File: config.mk
export PLATFORM = sky130hd
export DESIGN_NAME = gpio_status_top
export DESIGN_NICKNAME = d
export VERILOG_FILES = /design/src/pkg/gpio_status_pkg.sv /design/src/pkg/status_if.sv /design/src/hdl/gpio_status_top.sv /design/src/hdl/sticky_bank.sv
export VERILOG_INCLUDE_DIRS = /design/src /design/src/pkg
export SDC_FILE = /design/constraint.sdc
export NUM_CORES = 1
export LEC_CHECK = 0
export BUFFER_PORTS_ARGS = -buffer_cell sky130_fd_sc_hd__buf_2
export CELL_PAD_IN_SITES_DETAIL_PLACEMENT = 1
export CELL_PAD_IN_SITES_GLOBAL_PLACEMENT = 2
export CORE_AREA = 2 2 129 68
export CTS_BUF_LIST = sky130_fd_sc_hd__clkbuf_8
export DETAILED_ROUTE_END_ITERATION = 10
export DIE_AREA = 0 0 131 70
export HOLD_SLACK_MARGIN = 0.08
export PLACE_DENSITY = 0.87
export SKIP_CTS_REPAIR_TIMING = 1
export SYNTH_ARGS = -nofsm -noshare
export SYNTH_HDL_FRONTEND = slang
export SYNTH_HIERARCHICAL = 1
export SYNTH_SLANG_ARGS = --single-unit
File: constraint.sdc
create_clock -name mclk -period 2 [get_ports mclk]
set_input_delay 0.3 -clock mclk [delete_from_list [all_inputs] [get_ports mclk]]
set_output_delay 0.3 -clock mclk [all_outputs]
set_load 0.03 [all_outputs]
File: src/pkg/gpio_status_defs.svh
`ifndef GPIO_STATUS_DEFS_SVH
`define GPIO_STATUS_DEFS_SVH

// ==========================================
// Register offsets
`define ADDR_PIN_FUNC    8'h88
`define ADDR_POLARITY    8'h89
`define ADDR_ALERT_MASK  8'h8c
`define ADDR_STICKY      8'h90
`define ADDR_MOMENTARY   8'h94

// ==========================================
// Reset values
`define FUNC0_RST        4'hb
`define FUNC1_RST        4'ha
`define POL_RST          1'h0
`define MASK_RST         8'h00
`define STICKY_RST       8'hff

// ==========================================
// Field layout
`define ALERT_W          8
`define POL_BIT          0
`define BIT_LOCK0        3
`define BIT_LOCK1        2
`define BIT_HOLD         1
`define BIT_REF          0
`define CLK_HI           7
`define CLK_LO           4
`define HOLD_INV         8'h02

// ==========================================
// Pin function codes
`define FN_FORCE_HOLD    4'h1
`define FN_FORCE_VC      4'h2
`define FN_IN_SELECT     4'h7
`define FN_LOCK0         4'h8
`define FN_LOCK1         4'h9
`define FN_LOCK_BOTH     4'ha
`define FN_ALARM         4'hb
`define FN_HOLD          4'hc
`define FN_IRQ           4'hd
`define FN_SEL_OUT       4'hf

`endif

File: src/pkg/gpio_status_pkg.sv
// ==========================================
// Shared types
package gpio_status_pkg;
    typedef logic [3:0] func_code_t;
    typedef logic [7:0] alert_vec_t;
    typedef logic [7:0] reg_byte_t;
endpackage : gpio_status_pkg

File: src/pkg/status_if.sv
`timescale 1ns/100ps
// ==========================================
// Sticky bank carrier
interface status_if;
    gpio_status_pkg::alert_vec_t good;
    gpio_status_pkg::alert_vec_t clr;
    gpio_status_pkg::alert_vec_t sticky;
    modport bank  (input good, input clr, output sticky);
    modport owner (output good, output clr, input sticky);
endinterface : status_if

File: src/hdl/gpio_status_top.sv
`timescale 1ns/100ps
`include "gpio_status_defs.svh"
// Behaviour
// - Function codes 0001, 0010, 0111 make a pin an input; 0111 first pin only.
// - Codes 1000, 1001, 1010 output loop 0 lock, loop 1 lock, both locked.
// - Codes 1011, 1100, 1101 output activity alarm, holdover state, interrupt.
// - First pin code 1111 puts selected input on both pins; second pin reserved.
// - Reset leaves first pin function 1011 and second pin function 1010.
// - Polarity bit resets 0; at 1 every driven pin is inverted.
// - Each alert has a mask bit, reset 0, gating it onto the interrupt.
// - Eight alerts: four input losses, two loop unlocks, holdover, reference loss.
// - Momentary input bit reads 0 on loss of signal, 1 when active.
// - Input sticky bit reads 0 after any loss since last clear.
// - Writing 1 clears an input sticky bit and its pending interrupt.
// - Momentary lock bits read 1 locked, 0 unlocked.
// - Lock sticky bits drop on unlock; write 1 clears latch and interrupt.
// - Momentary holdover bit reads 0 in holdover, 1 otherwise.
// - Holdover sticky drops on holdover; write 1 clears it and interrupt.
// - Reference sticky drops on reference loss; write 1 clears it and interrupt.
// - Momentary reference bit reads 0 without reference, 1 with one.

module gpio_status_top (
    // Clock and reset
    input  wire logic       mclk,
    input  wire logic       reset_n,
    // Register port
    input  wire logic [7:0] reg_addr,
    input  wire logic       reg_wr,
    input  wire logic       reg_rd,
    input  wire logic [7:0] reg_wdata,
    output logic      [7:0] reg_rdata,
    // Monitor levels, asynchronous
    input  wire logic [3:0] clk_active,
    input  wire logic       loop0_locked,
    input  wire logic       loop1_locked,
    input  wire logic       in_holdover,
    input  wire logic       ref_present,
    input  wire logic [1:0] selected_input,
    // Status pins
    input  wire logic [1:0] pin_in,
    output logic      [1:0] pin_out,
    output logic      [1:0] pin_oe,
    // Pin input functions
    output logic            force_holdover,
    output logic            force_vc_half,
    output logic            ext_sel_valid,
    output logic      [1:0] ext_sel,
    // Interrupt level
    output logic            irq
);

    // ==========================================
    // Declarations
    gpio_status_pkg::func_code_t func0_r;
    gpio_status_pkg::func_code_t func1_r;
    gpio_status_pkg::alert_vec_t mask_r;
    gpio_status_pkg::alert_vec_t raw_meta_r;
    gpio_status_pkg::alert_vec_t raw_s_r;
    gpio_status_pkg::alert_vec_t good;
    gpio_status_pkg::reg_byte_t  rdata_nxt;
    logic                        pol_r;
    logic [1:0]                  sel_meta_r;
    logic [1:0]                  sel_s_r;
    logic [1:0]                  pin_meta_r;
    logic [1:0]                  pin_s_r;
    logic [1:0]                  out_nxt;
    logic [1:0]                  oe_nxt;
    logic                        alarm;
    logic [1:0]                  lvl0;
    logic [1:0]                  lvl1;
    logic                        wr_sticky;

    status_if st ();

    // ==========================================
    // Input synchronisers
    always_ff @(posedge mclk) begin
        if (!reset_n) begin
            raw_meta_r <= ~`HOLD_INV;              // No-alert levels, no false drop
            raw_s_r    <= ~`HOLD_INV;              // No-alert levels, no false drop
            sel_meta_r <= '0;
            sel_s_r    <= '0;
            pin_meta_r <= '0;
            pin_s_r    <= '0;
        end else begin
            raw_meta_r <= {clk_active[0], clk_active[1], clk_active[2], clk_active[3],
                           loop0_locked, loop1_locked, in_holdover, ref_present};
            raw_s_r    <= raw_meta_r;
            sel_meta_r <= selected_input;
            sel_s_r    <= sel_meta_r;
            pin_meta_r <= pin_in;
            pin_s_r    <= pin_meta_r;
        end
    end

    // Good levels: 1 means no alert
    assign good  = raw_s_r ^ `HOLD_INV;
    assign alarm = ~(&good[`CLK_HI:`CLK_LO]);

    // ==========================================
    // Configuration registers
    always_ff @(posedge mclk) begin
        if (!reset_n) begin
            func0_r <= `FUNC0_RST;
            func1_r <= `FUNC1_RST;
        end else if (reg_wr && reg_addr == `ADDR_PIN_FUNC) begin
            func0_r <= reg_wdata[3:0];
            func1_r <= reg_wdata[7:4];
        end
    end

    // Polarity register
    always_ff @(posedge mclk) begin
        if (!reset_n) begin
            pol_r <= `POL_RST;
        end else if (reg_wr && reg_addr == `ADDR_POLARITY) begin
            pol_r <= reg_wdata[`POL_BIT];
        end
    end

    // Alert mask register
    always_ff @(posedge mclk) begin
        if (!reset_n) begin
            mask_r <= `MASK_RST;
        end else if (reg_wr && reg_addr == `ADDR_ALERT_MASK) begin
            mask_r <= reg_wdata;
        end
    end

    // ==========================================
    // Sticky latches
    assign wr_sticky = reg_wr && (reg_addr == `ADDR_STICKY);
    assign st.good   = good;
    assign st.clr    = wr_sticky ? reg_wdata : '0;

    sticky_bank #(
        .W (`ALERT_W)
    ) u_bank (
        .mclk    (mclk),
        .reset_n (reset_n),
        .st      (st)
    );

    // Interrupt from masked latched events
    assign irq = |(mask_r & ~st.sticky);

    // ==========================================
    // Read data
    always_comb begin
        rdata_nxt = '0;
        case (reg_addr)
            `ADDR_PIN_FUNC:   rdata_nxt = {func1_r, func0_r};
            `ADDR_POLARITY:   rdata_nxt = {7'h00, pol_r};
            `ADDR_ALERT_MASK: rdata_nxt = mask_r;
            `ADDR_STICKY:     rdata_nxt = st.sticky;
            `ADDR_MOMENTARY:  rdata_nxt = good;
            default:          rdata_nxt = '0;
        endcase
    end

    // Read data register
    always_ff @(posedge mclk) begin
        if (!reset_n) begin
            reg_rdata <= '0;
        end else if (reg_rd) begin
            reg_rdata <= rdata_nxt;
        end
    end

    // ==========================================
    // Status level for output codes: {drive, level}
    function automatic logic [1:0] status_level(input gpio_status_pkg::func_code_t code,
                                                input gpio_status_pkg::alert_vec_t g,
                                                input logic al,
                                                input logic ir);
        logic [1:0] r;
        r = 2'h0;
        case (code)
            `FN_LOCK0:     r = {1'b1, g[`BIT_LOCK0]};
            `FN_LOCK1:     r = {1'b1, g[`BIT_LOCK1]};
            `FN_LOCK_BOTH: r = {1'b1, g[`BIT_LOCK0] & g[`BIT_LOCK1]};
            `FN_ALARM:     r = {1'b1, al};
            `FN_HOLD:      r = {1'b1, ~g[`BIT_HOLD]};
            `FN_IRQ:       r = {1'b1, ir};
            default:       r = 2'h0;
        endcase
        return r;
    endfunction : status_level

    assign lvl0 = status_level(func0_r, good, alarm, irq);
    assign lvl1 = status_level(func1_r, good, alarm, irq);

    // ==========================================
    // Pin drive selection; reserved and input codes leave the pin undriven
    always_comb begin
        out_nxt = 2'h0;
        oe_nxt  = 2'h0;
        if (func0_r == `FN_SEL_OUT) begin
            oe_nxt  = 2'h3;
            out_nxt = sel_s_r;
        end else begin
            oe_nxt[0]  = lvl0[1];
            out_nxt[0] = lvl0[0];
            if (func0_r != `FN_IN_SELECT) begin
                oe_nxt[1]  = lvl1[1];
                out_nxt[1] = lvl1[0];
            end
        end
        out_nxt = (out_nxt ^ {2{pol_r}}) & oe_nxt;
    end

    // Pin output registers
    always_ff @(posedge mclk) begin
        if (!reset_n) begin
            pin_out <= '0;
            pin_oe  <= '0;
        end else begin
            pin_out <= out_nxt;
            pin_oe  <= oe_nxt;
        end
    end

    // ==========================================
    // Pin input functions
    always_ff @(posedge mclk) begin
        if (!reset_n) begin
            force_holdover <= 1'b0;
            force_vc_half  <= 1'b0;
            ext_sel_valid  <= 1'b0;
            ext_sel        <= '0;
        end else begin
            force_holdover <= (func0_r == `FN_FORCE_HOLD && pin_s_r[0])
                            | (func1_r == `FN_FORCE_HOLD && pin_s_r[1]
                               && func0_r != `FN_IN_SELECT);
            force_vc_half  <= (func0_r == `FN_FORCE_VC && pin_s_r[0])
                            | (func1_r == `FN_FORCE_VC && pin_s_r[1]
                               && func0_r != `FN_IN_SELECT);
            ext_sel_valid  <= (func0_r == `FN_IN_SELECT);
            ext_sel        <= pin_s_r;
        end
    end

    // ==========================================
    // Checks
    reset_defaults_a: assert property (@(posedge mclk)
        $rose(reset_n) |-> (func0_r == `FUNC0_RST && func1_r == `FUNC1_RST
                            && pol_r == 1'b0 && mask_r == '0))
        else $error("reset defaults wrong");

    lock0_pin_a: assert property (@(posedge mclk) disable iff (!reset_n)
        (func0_r == `FN_LOCK0) |=>
            (pin_oe[0] && pin_out[0] == ($past(good[`BIT_LOCK0]) ^ $past(pol_r))))
        else $error("lock pin level wrong");

    alarm_pin_a: assert property (@(posedge mclk) disable iff (!reset_n)
        (func1_r == `FN_ALARM && func0_r != `FN_SEL_OUT && func0_r != `FN_IN_SELECT)
            |=> (pin_oe[1] && pin_out[1] == ($past(alarm) ^ $past(pol_r))))
        else $error("alarm pin level wrong");

    irq_raise_a: assert property (@(posedge mclk) disable iff (!reset_n)
        ((mask_r & ~good) != '0) ##1 $stable(mask_r) |-> irq)
        else $error("masked event gave no interrupt");

    mask_quiet_a: assert property (@(posedge mclk) disable iff (!reset_n)
        (mask_r == '0) |-> !irq)
        else $error("interrupt while all masked");

    force_hold_a: assert property (@(posedge mclk) disable iff (!reset_n)
        (func0_r == `FN_FORCE_HOLD && pin_s_r[0]) |=> (force_holdover && !pin_oe[0]))
        else $error("force holdover input ignored");

    sel_out_a: assert property (@(posedge mclk) disable iff (!reset_n)
        (func0_r == `FN_SEL_OUT) |=>
            (pin_oe == 2'h3 && pin_out == ($past(sel_s_r) ^ {2{$past(pol_r)}})))
        else $error("selected input pins wrong");

    reserved_idle_a: assert property (@(posedge mclk) disable iff (!reset_n)
        (func0_r == `FN_IN_SELECT) |=> (pin_oe == 2'h0 && ext_sel_valid))
        else $error("input select pins driven");

    momentary_read_a: assert property (@(posedge mclk) disable iff (!reset_n)
        (reg_rd && reg_addr == `ADDR_MOMENTARY) |=> (reg_rdata == $past(good)))
        else $error("momentary readback wrong");

    sticky_read_a: assert property (@(posedge mclk) disable iff (!reset_n)
        (!good[`CLK_HI]) ##1 (reg_rd && reg_addr == `ADDR_STICKY && !wr_sticky)
            ##1 1'b1 |-> !reg_rdata[`CLK_HI])
        else $error("sticky loss not reported");

endmodule : gpio_status_top

File: src/hdl/sticky_bank.sv
`timescale 1ns/100ps
`include "gpio_status_defs.svh"

module sticky_bank #(
    parameter int W = `ALERT_W
) (
    // Clock and reset
    input  wire logic mclk,
    input  wire logic reset_n,
    // Status carrier
    status_if.bank    st
);

    // ==========================================
    // Latches: clear on write 1, any bad level wins
    always_ff @(posedge mclk) begin
        if (!reset_n) begin
            st.sticky <= `STICKY_RST;
        end else begin
            st.sticky <= (st.sticky | st.clr) & st.good;
        end
    end

    // ==========================================
    // Checks
    event_wins_a: assert property (@(posedge mclk) disable iff (!reset_n)
        (st.clr != '0) |=> ((st.sticky & ~$past(st.good)) == '0))
        else $error("event lost during clear");

    clear_sets_a: assert property (@(posedge mclk) disable iff (!reset_n)
        (st.good == '1) |=> (st.sticky == ($past(st.sticky) | $past(st.clr))))
        else $error("sticky clear wrong");

endmodule : sticky_bank

==> results.json <==
{
  "reg2reg_depth": 5,
  "place.gp.congestion": 0.886,
  "die-area_sq_um": 9170,
  "portBuffers": 49,
  "area_delta_synth_final_pct": 21.4,
  "power_frac_seq_pct": 52.2,
  "yosysTopAreaCell": "dfxtp_1",
  "insertion_delay_ns": 0.35,
  "h-tree-depth": 3,
  "num_io_pins": 50,
  "die_x_um": 131,
  "critPathRequiredTime_ns": 2.28,
  "post-route-drc-count": 0,
  "synthSimpleGateAreaFrac_pct": 24.5,
  "clkSinkCount": 66,
  "grt_remaining_overflow": 0,
  "powerDensity_nw_per_um2": 794,
  "tightest_slew_ns": 0.692,
  "synth_common_cells": "66 x dfxtp_1, 24 x nand2b_1, 23 x nor2_1",
  "final_hold_viol_count": 0,
  "fin_worst_skew_ns": 0.0106,
  "outcome": "completed",
  "setup_viol": 0,
  "postRouteAntennaNets": 0,
  "share_comb_of_total_power_pct": 7.5,
  "synth-async-reset-ratio_pct": 0,
  "synth_most_common_cell": "dfxtp_1",
  "vias": 2286,
  "reg2reg_to": "pin_out[1]$_SDFF_PN0_",
  "critPathCaptureType": "register",
  "diodes": 0,
  "crit_start": "func0_r[2]$_SDFFE_PN0P_",
  "whs_endpoint": "raw_meta_r[7]$_SDFF_PN1_",
  "tns_ns": 0,
  "r2r_slack_ns": 0.09,
  "synth_mux_area_share_pct": 8.23,
  "cts_buffers": 9,
  "drv_cap": 0,
  "drive_above_1_share_pct": 25.6,
  "slew_headroom_pct": 53.8,
  "synth_top_area_share_pct": 48.3,
  "rsz0062_at_grt": "false",
  "grt_max_degree": 42,
  "post-route-util_pct": 40.2,
  "die_h_um": 70,
  "hp-start": "clk_active[0]",
  "viasPerCell": 4.93,
  "wl_um": 7940,
  "path_cells": "and4_4 -> a31oi_4 -> a2111oi_2 -> or4b_1 -> nand3_1",
  "critPathLaunchType": "register",
  "cts_tree": "done",
  "finalMaxSlewViolations": 0,
  "clock-root-buffer": "clkbuf_8",
  "ys.flop_type": "dfxtp_1",
  "synth_top_family_by_area": "simple AND/OR/NAND/NOR gates",
  "max_freq_mhz": 525,
  "critPathKind": "register to register",
  "grt_usage_pct": 18.6,
  "r2r-start": "func0_r[2]$_SDFFE_PN0P_",
  "avgRoutedWirePerCell_um": 17.1,
  "ir_drop_uv": 454,
  "clkTransAtPathRegs_ns": 0.07,
  "synthAdderAreaFrac_pct": 0,
  "ys_warn_count": 6,
  "grt_pass1_wl_um": 12400,
  "post_synth_num_cell_types": 50,
  "fill_cells": 981,
  "switchingPower_w": 0.000638,
  "drtIter0Drc": 234,
  "grt_pass1_vias": 2269,
  "hp-class": "primary input to register",
  "yosys.area_share.xor_xnor_pct": 0,
  "yosysSeqAreaShare_pct": 48.3,
  "path_buf_inv": 0,
  "synth_seq_cells": 66,
  "syn_inst": 285,
  "hold_depth": 2,
  "detailed_place_hpwl_um": 6090,
  "rows": 24,
  "clockBufferDepth": 2,
  "drtPass1Iterations": 4,
  "cpMaxStageDelayCell": "dfxtp_1",
  "syn_nets": 317,
  "critPathTopFamily": "simple AND/OR/NAND/NOR gates",
  "period_share_pct": 95.3,
  "p_sw_share_pct": 24.2,
  "p_int_w": 0.00200,
  "p_leak_nw": 1.42,
  "cp_slowest_stage_delay_ns": 0.56,
  "worstPathMaxFanout": 8,
  "antenna_found_initial": 0,
  "period_needed_ns": 1.91,
  "core_area_sq_um": 8260,
  "synth_edf_count": 0,
  "syn_area_per_cell_sq_um": 9.60,
  "crit_arrival_ns": 2.19,
  "synth_compound_gate_area_share_pct": 15.0,
  "synth_area_sq_um": 2740,
  "start_util_pct": 33.1,
  "ys_top_cells_by_area": "dfxtp_1 48%, mux2i_1 6.6%, nand2b_1 5.5%",
  "pwr-share-clk_pct": 40.4,
  "nets": 374
}
-- cell type report --
class	count	area (sq um)	area share, %
sequential	66	1320	39.8
multi-input combinational	196	1310	39.3
timing repair buffer	60	328	9.87
tap	117	146	4.41
clock buffer	9	124	3.73
clock inverter	7	62.6	1.88
inverter	9	33.8	1.02
-- placed cells by master, fill, tap and decap left out, types with 3 or more instances in the layout --
cell / count
inv_1: 10
dfxtp_1: 66
nor2b_1: 3
mux2_2: 4
buf_4: 11
nor2_1: 23
buf_2: 49
clkbuf_8: 9
a22o_1: 6
a2bb2oi_1: 4
a21oi_1: 8
nand2b_1: 24
nand2_1: 21
o21ai_0: 13
and2_1: 21
a221oi_1: 8
mux2i_1: 18
nand3_1: 7
-- sequential cells by signal, indices dropped and copies added, names as in the netlist, 4 cells and up --
signal            count
mask_r                8
raw_meta_r            8
u_bank/st.sticky      8
raw_s_r               8
reg_rdata             8
func1_r               4
func0_r               4
-- metrics by stage --
stage	total power (W)	cell area [sq um]	worst slack, ns	hold slack, ns	std cells
final	0.00264	3320	0.0948	0.130	464
after global routing	0.00276	3320	0.0306	0.120	464
after CTS	0.00267	3320	0.0789	0.114	464
after detailed placement	0.00160	3130	0.102	0.396	448
after global placement	0.00159	3130	0.105	0.391	448
after floorplan	0.00151	2740	0.387	0.373	285
-- per-layer routing --
layer	share of wire (%)	global-route usage (%)	up-vias
met4	0.44	6.38	0
met2	39	24.4	68
met3	7.2	5.29	4
met1	54	28.7	1103
met5	0	0	-
li1	-	-	1111
-- power by group through the flow --
stage,clock [W],sequential (W),combinational [W]
global route,0.00117,0.00138,0.000215
CTS,0.00110,0.00137,0.000197
detailed placement,0,0.00141,0.000197
floorplan,0,0.00141,0.0000992
finish,0.00106,0.00138,0.000197
global placement,0,0.00140,0.000191
-- worst max-delay path by stage --
stage          slack [ns]  cells after the start               endpoint
5_1_grt              0.03                      5  pin_out[1]$_SDFF_PN0_
4_1_cts              0.08                      5  pin_out[1]$_SDFF_PN0_
3_5_place_dp         0.10                      5  pin_out[1]$_SDFF_PN0_
3_3_place_gp         0.11                      5  pin_out[1]$_SDFF_PN0_
6_report             0.09                      5  pin_out[1]$_SDFF_PN0_
2_1_floorplan        0.39                      6  pin_out[1]$_SDFF_PN0_
-- cells by family after synthesis --
kind of cell           count (synthesis)
AO/OA/AOI/OAI                         54
buffers and inverters                 23
flip-flops                            66
multiplexers                          22
AND/OR/NAND/NOR                      120
(Power assumes the default switching activity.)
